## src/rtl/scfr_pkg.sv

```systemverilog
// Package for the stage-one context fault register bank: offsets, fields, reset values, types.
package scfr_pkg;

	// Register byte offsets (chosen locally, one aligned word each)
	localparam logic [7:0] OFF_AUX_CONTROL = 8'h00;
	localparam logic [7:0] OFF_REQ_PR_LO = 8'h10;
	localparam logic [7:0] OFF_REQ_PR_HI = 8'h14;
	localparam logic [7:0] OFF_REQ_UR_LO = 8'h18;
	localparam logic [7:0] OFF_REQ_UR_HI = 8'h1c;
	localparam logic [7:0] OFF_REQ_UW_LO = 8'h20;
	localparam logic [7:0] OFF_REQ_UW_HI = 8'h24;
	localparam logic [7:0] OFF_XLATE_STATUS = 8'h28;
	localparam logic [7:0] OFF_CONTEXT_ID = 8'h30;
	localparam logic [7:0] OFF_FAULT_ADDR_LO = 8'h40;
	localparam logic [7:0] OFF_FAULT_ADDR_HI = 8'h44;
	localparam logic [7:0] OFF_FAULT_STATUS = 8'h48;
	localparam logic [7:0] OFF_FAULT_RELOAD = 8'h4c;
	localparam logic [7:0] OFF_CONFIG = 8'h50;

	// Fault address width: implemented low bits of the fault address
	localparam int FAR_BITS = 48;
	// Request address field starts at bit 12
	localparam int REQ_ADDR_LSB = 12;

	// Fault status field positions
	localparam int FS_MULTI = 31;
	localparam int FS_STALLED = 30;
	localparam int FS_FMT_HI = 10;
	localparam int FS_FMT_LO = 9;
	localparam int FS_UUT = 8;
	localparam int FS_FLAG_LO = 1;

	// Writable fault flags (bits 8..1) plus multi bit
	localparam logic [31:0] FS_W1C_MASK = 32'h8000_01fe;

	// Scheme encodings
	localparam logic [1:0] FMT_SHORT32 = 2'h0;
	localparam logic [1:0] FMT_LONG32 = 2'h1;
	localparam logic [1:0] FMT_WIDE64 = 2'h2;

	// Reset values
	localparam logic [31:0] RST_XLATE_STATUS = 32'h0000_0000;
	localparam logic [31:0] RST_WORD = 32'h0000_0000;

	// Translation cycle count; not used, a translation ends when XDONE_I is seen
	localparam logic [3:0] XLATE_CYCLES = 4'h4;

	// AXI response codes
	localparam logic [1:0] RESP_OKAY = 2'h0;
	localparam logic [1:0] RESP_SLVERR = 2'h2;

	// Translation request kinds
	typedef enum logic [1:0] {
		REQ_PRIV_READ = 2'b00,
		REQ_UNPRIV_READ = 2'b01,
		REQ_UNPRIV_WRITE = 2'b10
	} scfr_req_kind_t;

	// Translator states
	typedef enum logic [0:0] {
		XS_IDLE = 1'b0,
		XS_BUSY = 1'b1
	} scfr_xstate_t;

	// Fault report from the walker
	typedef struct packed {
		logic valid;
		logic stall;
		logic [7:0] flags;
		logic [FAR_BITS-1:0] addr;
	} scfr_fault_t;

	// Translation request to the walker
	typedef struct packed {
		logic valid;
		scfr_req_kind_t kind;
		logic [63:0] addr;
	} scfr_xreq_t;

endpackage : scfr_pkg

```

## src/rtl/scfr_regs.sv

```systemverilog
// Stage-one context register bank with AXI4-Lite slave, translation request and fault status logic.
//
// The implementer's own choices: the AXI4-Lite slave port and the register addresses.
`timescale 1ns/1ps

module scfr_regs (
	input wire logic CLK_I,
	input wire logic RST_I,
	input wire logic [7:0] S_AXI_AWADDR_I,
	input wire logic S_AXI_AWVALID_I,
	output logic S_AXI_AWREADY_O,
	input wire logic [31:0] S_AXI_WDATA_I,
	input wire logic [3:0] S_AXI_WSTRB_I,
	input wire logic S_AXI_WVALID_I,
	output logic S_AXI_WREADY_O,
	output logic [1:0] S_AXI_BRESP_O,
	output logic S_AXI_BVALID_O,
	input wire logic S_AXI_BREADY_I,
	input wire logic [7:0] S_AXI_ARADDR_I,
	input wire logic S_AXI_ARVALID_I,
	output logic S_AXI_ARREADY_O,
	output logic [31:0] S_AXI_RDATA_O,
	output logic [1:0] S_AXI_RRESP_O,
	output logic S_AXI_RVALID_O,
	input wire logic S_AXI_RREADY_I,
	output scfr_pkg::scfr_xreq_t XREQ_O,
	input wire logic XDONE_I,
	input wire scfr_pkg::scfr_fault_t FAULT_I,
	input wire logic RESUME_WR_I,
	input wire logic RETRY_EVENT_I,
	input wire logic WIDE_SELECT_I,
	output logic STALLED_O,
	output logic [7:0] ADDR_SPACE_TAG_O,
	output logic TAG_FROM_TABLE_O,
	output logic [31:0] AUX_CONTROL_O
);
	import scfr_pkg::*;

	////////////////////////////////////////////////////////////////////////
	// Write channel capture: address and data accepted in either order
	logic aw_have_q;
	logic w_have_q;
	logic [7:0] aw_addr_q;
	logic [31:0] w_data_q;
	logic [3:0] w_strb_q;
	logic bvalid_q;
	logic [1:0] bresp_q;
	logic wr_fire;

	assign S_AXI_AWREADY_O = !aw_have_q && !bvalid_q;
	assign S_AXI_WREADY_O = !w_have_q && !bvalid_q;
	assign wr_fire = aw_have_q && w_have_q && !bvalid_q;
	assign S_AXI_BVALID_O = bvalid_q;
	assign S_AXI_BRESP_O = bresp_q;

	// Hold each half until both are present
	always_ff @(posedge CLK_I) begin
		if (RST_I) begin
			aw_have_q <= 1'b0;
			w_have_q <= 1'b0;
			aw_addr_q <= 8'h00;
			w_data_q <= 32'h0000_0000;
			w_strb_q <= 4'h0;
		end else begin
			if (S_AXI_AWVALID_I && S_AXI_AWREADY_O) begin
				aw_have_q <= 1'b1;
				aw_addr_q <= S_AXI_AWADDR_I;
			end else if (wr_fire) begin
				aw_have_q <= 1'b0;
			end
			if (S_AXI_WVALID_I && S_AXI_WREADY_O) begin
				w_have_q <= 1'b1;
				w_data_q <= S_AXI_WDATA_I;
				w_strb_q <= S_AXI_WSTRB_I;
			end else if (wr_fire) begin
				w_have_q <= 1'b0;
			end
		end
	end

	// Known word addresses answer OKAY, the rest SLVERR
	function automatic logic addr_known(input logic [7:0] a);
		case (a)
			OFF_AUX_CONTROL, OFF_REQ_PR_LO, OFF_REQ_PR_HI, OFF_REQ_UR_LO, OFF_REQ_UR_HI,
			OFF_REQ_UW_LO, OFF_REQ_UW_HI, OFF_XLATE_STATUS, OFF_CONTEXT_ID, OFF_FAULT_ADDR_LO,
			OFF_FAULT_ADDR_HI, OFF_FAULT_STATUS, OFF_FAULT_RELOAD, OFF_CONFIG: addr_known = 1'b1;
			default: addr_known = 1'b0;
		endcase
	endfunction : addr_known

	// Byte-lane merge used by the auxiliary control, identifier and fault address registers
	function automatic logic [31:0] merge(input logic [31:0] old, input logic [31:0] nw, input logic [3:0] st);
		logic [31:0] r;
		r = old;
		for (int i = 0; i < 4; i++) begin
			if (st[i]) begin
				r[i*8 +: 8] = nw[i*8 +: 8];
			end
		end
		merge = r;
	endfunction : merge

	// Write response
	always_ff @(posedge CLK_I) begin
		if (RST_I) begin
			bvalid_q <= 1'b0;
			bresp_q <= RESP_OKAY;
		end else if (wr_fire) begin
			bvalid_q <= 1'b1;
			bresp_q <= addr_known(aw_addr_q) ? RESP_OKAY : RESP_SLVERR;
		end else if (S_AXI_BREADY_I) begin
			bvalid_q <= 1'b0;
		end
	end

	logic wr_aux;
	logic wr_cid;
	logic wr_far_lo;
	logic wr_far_hi;
	logic wr_fs;
	logic wr_reload;
	logic wr_cfg;
	assign wr_aux = wr_fire && aw_addr_q == OFF_AUX_CONTROL;
	assign wr_cid = wr_fire && aw_addr_q == OFF_CONTEXT_ID;
	assign wr_far_lo = wr_fire && aw_addr_q == OFF_FAULT_ADDR_LO;
	assign wr_far_hi = wr_fire && aw_addr_q == OFF_FAULT_ADDR_HI;
	assign wr_fs = wr_fire && aw_addr_q == OFF_FAULT_STATUS;
	assign wr_reload = wr_fire && aw_addr_q == OFF_FAULT_RELOAD;
	assign wr_cfg = wr_fire && aw_addr_q == OFF_CONFIG;

	////////////////////////////////////////////////////////////////////////
	// Plain storage: auxiliary control, identifier, configuration
	logic [31:0] aux_q;
	logic [31:0] cid_q;
	logic ext_en_q;

	always_ff @(posedge CLK_I) begin
		if (RST_I) begin
			aux_q <= RST_WORD;
			cid_q <= RST_WORD;
			ext_en_q <= 1'b0;
		end else begin
			if (wr_aux) begin
				aux_q <= merge(aux_q, w_data_q, w_strb_q);
			end
			if (wr_cid) begin
				cid_q <= merge(cid_q, w_data_q, w_strb_q);
			end
			if (wr_cfg && w_strb_q[0]) begin
				ext_en_q <= w_data_q[0];
			end
		end
	end

	// Tag driven from the identifier whenever ext_en_q is clear, in wide format too; process tag never drives hardware
	assign ADDR_SPACE_TAG_O = ext_en_q ? 8'h00 : cid_q[7:0];
	assign TAG_FROM_TABLE_O = ext_en_q;
	assign AUX_CONTROL_O = aux_q;

	////////////////////////////////////////////////////////////////////////
	// Translation requests: low word starts a zero-extended request
	logic req_hit;
	scfr_req_kind_t req_kind;
	scfr_xstate_t xstate_q;
	scfr_xreq_t xreq_q;

	always_comb begin
		req_hit = 1'b0;
		req_kind = REQ_PRIV_READ;
		case (aw_addr_q)
			OFF_REQ_PR_LO: begin
				req_hit = wr_fire;
				req_kind = REQ_PRIV_READ;
			end
			OFF_REQ_UR_LO: begin
				req_hit = wr_fire;
				req_kind = REQ_UNPRIV_READ;
			end
			OFF_REQ_UW_LO: begin
				req_hit = wr_fire;
				req_kind = REQ_UNPRIV_WRITE;
			end
			default: req_hit = 1'b0;
		endcase
	end

	// A request during a busy translation is dropped so the pending result stays coherent
	always_ff @(posedge CLK_I) begin
		if (RST_I) begin
			xstate_q <= XS_IDLE;
			xreq_q <= '0;
		end else begin
			case (xstate_q)
				XS_IDLE: begin
					xreq_q.valid <= 1'b0;
					if (req_hit) begin
						xstate_q <= XS_BUSY;
						xreq_q.valid <= 1'b1;
						xreq_q.kind <= req_kind;
						xreq_q.addr <= {32'h0000_0000, w_data_q[31:REQ_ADDR_LSB], 12'h000};
					end
				end
				XS_BUSY: begin
					xreq_q.valid <= 1'b0;
					if (XDONE_I) begin
						xstate_q <= XS_IDLE;
					end
				end
				default: xstate_q <= XS_IDLE;
			endcase
		end
	end

	assign XREQ_O = xreq_q;

	////////////////////////////////////////////////////////////////////////
	// Fault address: raw input address, low bits kept exactly
	logic [FAR_BITS-1:0] far_q;
	logic [63:0] far_wide;
	logic [31:0] far_hi_merged;
	assign far_wide = {{(64-FAR_BITS){1'b0}}, far_q};
	// Upper word merged at full width first; only the implemented bits are kept
	assign far_hi_merged = merge({16'h0000, far_q[FAR_BITS-1:32]}, w_data_q, w_strb_q);

	always_ff @(posedge CLK_I) begin
		if (RST_I) begin
			far_q <= '0;
		end else if (FAULT_I.valid) begin
			far_q <= FAULT_I.addr;
		end else if (wr_far_lo) begin
			far_q[31:0] <= merge(far_q[31:0], w_data_q, w_strb_q);
		end else if (wr_far_hi) begin
			far_q[FAR_BITS-1:32] <= far_hi_merged[FAR_BITS-33:0];
		end
	end

	////////////////////////////////////////////////////////////////////////
	// Fault status: sticky flags, set wins over a same-cycle clear
	logic [31:0] fs_q;
	logic stalled_q;
	logic [1:0] fmt;
	logic [31:0] fs_rd;

	assign fmt = WIDE_SELECT_I ? FMT_WIDE64 : (ext_en_q ? FMT_LONG32 : FMT_SHORT32);

	always_ff @(posedge CLK_I) begin
		if (RST_I) begin
			fs_q <= RST_WORD;
		end else begin
			if (wr_fs) begin
				fs_q <= fs_q & ~(w_data_q & FS_W1C_MASK);
			end else if (wr_reload) begin
				fs_q <= w_data_q & FS_W1C_MASK;
			end
			if (FAULT_I.valid) begin
				fs_q[FS_UUT:FS_FLAG_LO] <= (wr_fs ? fs_q[FS_UUT:FS_FLAG_LO] & ~w_data_q[FS_UUT:FS_FLAG_LO]
					: fs_q[FS_UUT:FS_FLAG_LO]) | FAULT_I.flags;
				fs_q[FS_MULTI] <= fs_q[FS_MULTI] | (fs_rd != 32'h0000_0000);
			end
		end
	end

	// Stall flag: only resume or an optional retry event releases it
	always_ff @(posedge CLK_I) begin
		if (RST_I) begin
			stalled_q <= 1'b0;
		end else if (FAULT_I.valid && FAULT_I.stall) begin
			stalled_q <= 1'b1;
		end else if (RESUME_WR_I || RETRY_EVENT_I) begin
			stalled_q <= 1'b0;
		end
	end

	assign fs_rd = {fs_q[FS_MULTI], stalled_q, 19'h0_0000, fmt, fs_q[FS_UUT:FS_FLAG_LO], 1'b0};
	assign STALLED_O = stalled_q;

	////////////////////////////////////////////////////////////////////////
	// Read channel
	logic rvalid_q;
	logic [31:0] rdata_q;
	logic [1:0] rresp_q;
	assign S_AXI_ARREADY_O = !rvalid_q;
	assign S_AXI_RVALID_O = rvalid_q;
	assign S_AXI_RDATA_O = rdata_q;
	assign S_AXI_RRESP_O = rresp_q;

	// Request registers and the reload register read as zero
	always_ff @(posedge CLK_I) begin
		if (RST_I) begin
			rvalid_q <= 1'b0;
			rdata_q <= 32'h0000_0000;
			rresp_q <= RESP_OKAY;
		end else if (S_AXI_ARVALID_I && !rvalid_q) begin
			rvalid_q <= 1'b1;
			rresp_q <= addr_known(S_AXI_ARADDR_I) ? RESP_OKAY : RESP_SLVERR;
			case (S_AXI_ARADDR_I)
				OFF_AUX_CONTROL: rdata_q <= aux_q;
				OFF_XLATE_STATUS: rdata_q <= {31'h0000_0000, xstate_q == XS_BUSY};
				OFF_CONTEXT_ID: rdata_q <= cid_q;
				OFF_FAULT_ADDR_LO: rdata_q <= far_wide[31:0];
				OFF_FAULT_ADDR_HI: rdata_q <= far_wide[63:32];
				OFF_FAULT_STATUS: rdata_q <= fs_rd;
				OFF_CONFIG: rdata_q <= {31'h0000_0000, ext_en_q};
				default: rdata_q <= 32'h0000_0000;
			endcase
		end else if (S_AXI_RREADY_I) begin
			rvalid_q <= 1'b0;
		end
	end

	////////////////////////////////////////////////////////////////////////
	// Checks
	a_req_starts_busy: assert property (@(posedge CLK_I) disable iff (RST_I)
		(xstate_q == XS_IDLE && req_hit) |=> (xstate_q == XS_BUSY && XREQ_O.valid))
		else $error("request did not start translation");
	a_done_ends_busy: assert property (@(posedge CLK_I) disable iff (RST_I)
		(xstate_q == XS_BUSY && XDONE_I) |=> xstate_q == XS_IDLE)
		else $error("active bit stuck after result");
	a_hi_word_idle: assert property (@(posedge CLK_I) disable iff (RST_I)
		(xstate_q == XS_IDLE && wr_fire && aw_addr_q == OFF_REQ_PR_HI) |=> !XREQ_O.valid)
		else $error("upper word write started translation");
	a_req_zero_ext: assert property (@(posedge CLK_I) disable iff (RST_I)
		XREQ_O.valid |-> (XREQ_O.addr[63:32] == 32'h0000_0000 && XREQ_O.addr[11:0] == 12'h000))
		else $error("request address not zero extended");
	a_stall_holds: assert property (@(posedge CLK_I) disable iff (RST_I)
		(stalled_q && !RESUME_WR_I && !RETRY_EVENT_I) |=> stalled_q)
		else $error("stall cleared without resume");
	a_reload_keeps_ss: assert property (@(posedge CLK_I) disable iff (RST_I)
		(wr_reload && !FAULT_I.valid && !RESUME_WR_I && !RETRY_EVENT_I) |=> $stable(stalled_q))
		else $error("reload changed stalled bit");
	a_multi_sets: assert property (@(posedge CLK_I) disable iff (RST_I)
		(FAULT_I.valid && fs_rd != 32'h0000_0000) |=> fs_q[FS_MULTI])
		else $error("multi bit not set");
	a_fault_sets_flag: assert property (@(posedge CLK_I) disable iff (RST_I)
		FAULT_I.valid |=> ((fs_q[FS_UUT:FS_FLAG_LO] & $past(FAULT_I.flags)) == $past(FAULT_I.flags)))
		else $error("fault flag lost");
	a_w1c_clears: assert property (@(posedge CLK_I) disable iff (RST_I)
		(wr_fs && !FAULT_I.valid && w_data_q[FS_FLAG_LO]) |=> !fs_q[FS_FLAG_LO])
		else $error("write one did not clear");
	a_fmt_field: assert property (@(posedge CLK_I) disable iff (RST_I)
		fs_rd[FS_FMT_HI:FS_FMT_LO] == (WIDE_SELECT_I ? 2'h2 : {1'b0, ext_en_q}))
		else $error("scheme field wrong");
	a_far_raw_capture: assert property (@(posedge CLK_I) disable iff (RST_I)
		FAULT_I.valid |=> far_q == $past(FAULT_I.addr))
		else $error("fault address not captured raw");
	a_reload_loads: assert property (@(posedge CLK_I) disable iff (RST_I)
		(wr_reload && !FAULT_I.valid) |=> (fs_q & FS_W1C_MASK) == $past(w_data_q & FS_W1C_MASK))
		else $error("reload value not loaded");

endmodule : scfr_regs

```

## config.mk

```make
export PLATFORM = sky130hd
export DESIGN_NAME = scfr_regs
export DESIGN_NICKNAME = d
export VERILOG_FILES = /design/src/rtl/scfr_pkg.sv /design/src/rtl/scfr_regs.sv
export SDC_FILE = /design/constraint.sdc
export NUM_CORES = 1
export LEC_CHECK = 0
export ABC_AREA = 1
export BUFFER_PORTS_ARGS = -buffer_cell sky130_fd_sc_hd__buf_4
export CAP_MARGIN = 20
export CORE_ASPECT_RATIO = 0.9
export CORE_MARGIN = 2
export CORE_UTILIZATION = 48
export DETAILED_ROUTE_END_ITERATION = 10
export GPL_TIMING_DRIVEN = 0
export PLACE_DENSITY = 0.77
export SETUP_SLACK_MARGIN = 0.3
export SYNTH_ARGS = -nofsm -noshare
export SYNTH_HDL_FRONTEND = slang
export SYNTH_SLANG_ARGS = --single-unit
```

## constraint.sdc

```tcl
create_clock -name CLK_I -period 1.3 [get_ports CLK_I]
set_input_delay 0.13 -clock CLK_I [delete_from_list [all_inputs] [get_ports CLK_I]]
set_output_delay 0.13 -clock CLK_I [all_outputs]
set_load 0.05 [all_outputs]
```

==> out/metrics.cfg, run 1 <==
[floorplan]
rows = 51
die_y_um = 144.5
start_util_pct = 48.83
die_x_um = 160.1
io_pins = 271

[synthesis]
ys_async_sr_fraction_pct = 0
ys_ff_latch = 229
synth_ff_type = dfxtp_1
synth_area_per_cell_um2 = 7.125
yosysTopAreaCell = dfxtp_1
synth_warnings = 0
ys_types = 38
synth_edf_count = 0
postSynthCellCount = 1478
synthTopCellsByArea = dfxtp_1, nand2_1, a21oi_1
synth_top_area_share_pct = 43.53
ys_seq_area_share_pct = 43.53
synthesis.area_mm2 = 0.01053

[clocking]
cts_root_buf = clkbuf_16
numCtsBuffers = 24
numClockSinks = 229
cts.path.max_buffers = 3
htreeDepth = 1

[placed_design]
dpl_cell_area_mm2 = 0.01326
gp_congestion = 0.9938
port-buffer-count = 223
hpwl_um = 29010

[grt]
antenna_found_initial = 8
grt_max_degree = 15
track_usage_pct = 80.50
grt_overflow_total = 167

[run_status]
status = did not finish
tool.error = [ERROR GRT-0232] Routing congestion too high. Check the congestion heatmap in the GUI.
haltStage = global routing

[sta]
grt_worst_setup_endpoint = far_q[26]$_SDFFE_PP0P_/D
worst-ep-kind = register input

[repair_timing]
| item | 4_1_cts |
|---|---|
| gates cloned | 20 |
| hold buffers | 84 |
| setup buffers | 92 |
| hold endpoints to repair | 81 |
| pin swaps | 58 |
| setup endpoints to repair | 333 |
| gates resized for setup | 452 |
[metal layers]
metal	GRT usage, %	GRT overflow
met5	34.63	0
met4	88.76	67
met3	65.76	3
met2	97.74	94
met1	76.83	3
[cells by family after synthesis]
kind of cell | count (synthesis) | synth area share (%)
AOI/OAI and AO/OA | 433 | 21.01
buffers and inverters | 240 | 11.37
DFF | 229 | 43.53
other | 1 | 0.03561
and+or+nand+nor | 575 | 24.06
[metrics by stage]
| stage | hold slack [ns] | cells | utilization, % | setup WS, ns |
|---|---|---|---|---|
| 2_1_floorplan | 0.2438 | 1523 | - | -0.1840 |
| 3_3_place_gp | 0.3406 | 2037 | 61.47 | -0.4978 |
| 3_5_place_dp | 0.3483 | 2037 | 61.47 | -0.5336 |
| 4_1_cts | 0.001868 | 2275 | 81.19 | -0.2301 |
[Yosys cell counts (7+ instances only)]
| cell type | instances |
|---|---|
| nor2_1 | 95 |
| inv_2 | 9 |
| dfxtp_1 | 229 |
| o21ai_1 | 53 |
| buf_1 | 7 |
| a21oi_1 | 237 |
| nand2_2 | 9 |
| nand2_1 | 333 |
| clkbuf_1 | 46 |
| and2_1 | 10 |
| nand3_1 | 91 |
| buf_2 | 17 |
| buf_6 | 7 |
| o21ai_0 | 131 |
| buf_4 | 53 |
| inv_1 | 97 |
==> inputs of run 2 (changes only) <==
--- a/config.mk
+++ b/config.mk
@@ -8,13 +8,11 @@
 export ABC_AREA = 1
 export BUFFER_PORTS_ARGS = -buffer_cell sky130_fd_sc_hd__buf_4
 export CAP_MARGIN = 20
-export CORE_ASPECT_RATIO = 0.9
 export CORE_MARGIN = 2
-export CORE_UTILIZATION = 48
+export CORE_UTILIZATION = 40
 export DETAILED_ROUTE_END_ITERATION = 10
 export GPL_TIMING_DRIVEN = 0
-export PLACE_DENSITY = 0.77
-export SETUP_SLACK_MARGIN = 0.3
+export PLACE_DENSITY_LB_ADDON = 0.15
 export SYNTH_ARGS = -nofsm -noshare
 export SYNTH_HDL_FRONTEND = slang
 export SYNTH_SLANG_ARGS = --single-unit
==> constraint.sdc (replaced) <==
create_clock -name CLK_I -period 1.7 [get_ports CLK_I]
set_input_delay 0.17 -clock CLK_I [delete_from_list [all_inputs] [get_ports CLK_I]]
set_output_delay 0.17 -clock CLK_I [all_outputs]
set_load 0.05 [all_outputs]
==> run 2 against run 1 <==
Effect of this change:
- the run now ends clean
- area after synthesis is the same
- synthesized cell count stayed put
==> out/metrics.cfg, run 2 <==
[synthesis]
synth_ff_type = dfxtp_1
ys_async_sr_fraction_pct = 0  ; unchanged
synth_common_cells = nand2_1, a21oi_1, dfxtp_1
synth_area_per_cell_um2 = 7.125  ; unchanged
synth_edf_count = 0  ; unchanged
ys_seq_area_share_pct = 43.53  ; unchanged
synthMostInstantiatedCell = nand2_1
postSynthCellCount = 1478  ; unchanged
yosysTopAreaCell = dfxtp_1
synth_top_area_share_pct = 43.53  ; unchanged
ys_ff_latch = 229  ; unchanged
synth_warnings = 0  ; unchanged
synthesis.area_mm2 = 0.01053  ; unchanged
ys_types = 38  ; unchanged
synthTopCellsByArea = dfxtp_1, nand2_1, a21oi_1

[setup_path]
crit_chain = inv_2, nand2_2, nor2_8, nand3_2, nand2_4, nand2_4, buf_6, nand2_1, o21ai_1, and2_1
crit_path_start_kind = flip-flop
path_buf_inv = 2
r2r.worst_path.cells = 10
crit_top_cell = nand2_4
worst-path-max-fanout = 10
crit_end = far_q[37]
cp.depth = 10
cp-end-kind = flip-flop
crit_family = simple AND/OR/NAND/NOR gates
regToRegSetupSlack_ns = 0.04
crit_start = aw_addr_q[4]
path_class = flip-flop to flip-flop
critical_path_arrival_ns = 2.09
max_stage_delay_ns = 0.33
critPathRequiredTime_ns = 2.12
critPathSlowestCell = dfxtp_1
reg2reg_to = far_q[37]
r2r-start = aw_addr_q[4]

[sta]
tightest_slew_ns = 0.9350
drv_slew = 0
period_needed_ns = 1.664
max_freq_mhz = 601.1
finalCritPeriodShare_pct = 97.87
hold_viol = 0
slew_headroom_pct = 37.67
setup_viol = 0
fin_worst_skew_ns = 0.01879
setup_ws_ns = 0.03626
rsz0062_at_grt = true

[clocking]
cts_root_buf = clkbuf_16
numCtsBuffers = 25  ; +4.2%
numClockSinks = 229  ; unchanged
htreeDepth = 1  ; unchanged
cts.path.max_buffers = 3  ; unchanged
clkLatencyLatePin_ns = 0.54
cts_tree = yes
clkSlewWorstSetupHoldPaths_ns = 0.06

[placed_design]
port-buffer-count = 223  ; unchanged
gp_congestion = 0.9279  ; -6.6%
hpwl_um = 29390  ; +1.3%
dp_slack_ns = -0.5160  ; +0.01766 ns

[cells_and_area]
regMostFlops = far_q
n_antenna_cell = 0
drive_gt1_share_pct = 23.65
final_cell_mix = nand2_1, buf_4, a21oi_1, dfxtp_1, o21ai_0
final_common_cell = nand2_1
fin_nets = 1971
synthToLayoutAreaGrowth_pct = 38.77
largest_reg_flops = 48

[grt]
track_usage_pct = 27.95
antenna_found_initial = 0
grt_overflow_total = 0
grt_max_degree = 15
grt_first_pass_wirelength_um = 60380
first_global_vias = 10515

[power_and_ir_drop]
power.total_mw = 13.82
vdd_ir_drop_max_uv = 601.8
p_leak_nw = 6.402
power_density_mw_per_mm2 = 945.9

[floorplan]
die_x_um = 166.3  ; +3.8%
die_y_um = 166.3  ; +15%
io_pins = 271  ; unchanged
core_area_mm2 = 0.02598
start_util_pct = 40.53  ; -8.3 points
dieArea_mm2 = 0.02764
rows = 59  ; +16%

[min_path]
worstHoldPathType = input port to flip-flop

[detailed_routing]
drtAntennaViolNets = 0
wl_per_cell_um = 18.23
vias_per_cell = 5.136
drt_pass1_iterations = 5
wirelength_um = 40180
drt_iter0_markers = 1196
drc_errors = 0
vias = 11319

[run_status]
status = finished clean

[flow_run]
drv_cap = 0

==> run 2: cell counts after synthesis <==
No cell type changed its count.
==> run 2: routing by layer <==
metal / part of all wire [%] / global-route usage (%) / vias to the layer above / wire length (µm)
met5: 0 / 0 / - / 0
met4: 3.2 / 9.220 / 0 / 1297
met3: 7.1 / 4.647 / 79 / 2867
li1: - / - / 5508 / -
met1: 43 / 36.81 / 5262 / 17170
met2: 47 / 46.80 / 470 / 18850
==> run 2: tightest hold or removal path, cell delays in order <==
cell and delay [ns]:
buf_4 0.09, a21oi_1 0.06, nand3_1 0.07, nand2_1 0.04
nor2_1 0.06
==> run 2: through the flow <==
step | hold WS [ns] | setup TNS (ns) | util [%] | area, µm² | cells
6_report | 0.005268 | 0 | 56.24 | 14610 | 2204
5_1_grt | 0.03592 | -0.04124 | 56.24 | 14610 | 2204
4_1_cts | 0.0006666 | -0.2171 | 55.48 | 14420 | 2193
3_5_place_dp | 0.3928 | -21.36 | 49.32 | 12810 | 2081
3_3_place_gp | 0.3810 | -17.80 | 49.32 | 12810 | 2081
2_1_floorplan | 0.2838 | 0 | - | 10720 | 1523
==> run 2: logic make-up (layout without fill, tap and decap cells) <==
kind of cell	count (synthesis)	in the layout	share of synthesized area (%)
AO/OA/AOI/OAI	433	433	21.01
buffers and inverters	240	586	11.37
other	1	46	0.03561
flip-flops	229	229	43.53
AND/OR/NAND/NOR	575	575	24.06
==> run 2: cell type report <==
type	count	area [µm²]
multi-input combinational	1054	5016
clock buffer	34	709.4
tap	335	419.2
sequential	229	4593
clock inverter	12	197.7
timing repair buffer	300	2424
fill	2558	11370
inverter	109	429.2
buffer	131	825.8
==> run 2: timing repair <==
action	in CTS	in global routing
gates cloned	0	1
hold endpoints to repair	58	0
resized for setup	16	36
pin swaps	4	5
setup endpoints to repair	105	135
hold buffers	60	0
buffers inserted	6	10
==> run 2: worst min path at each step <==
stage	cells past startpoint	to	start
after floorplan	1	xstate_q	XDONE_I
after global placement	2	xstate_q	XDONE_I
after detailed placement	2	xstate_q	XDONE_I
after CTS	5	far_q[16]	FAULT_I[16]
after global routing	4	S_AXI_RDATA_O[31]	S_AXI_ARVALID_I
final	5	far_q[13]	FAULT_I[13]
==> run 2: power by group <==
part	switching, mW	leakage (nW)	internal [mW]
Clock	2.33	0.440	3.69
Sequential	0.141	1.87	5.58
Combinational	1.35	4.09	0.731
Total	3.82	6.40	10.0
No activity file was read; power rests on OpenSTA's default activity.
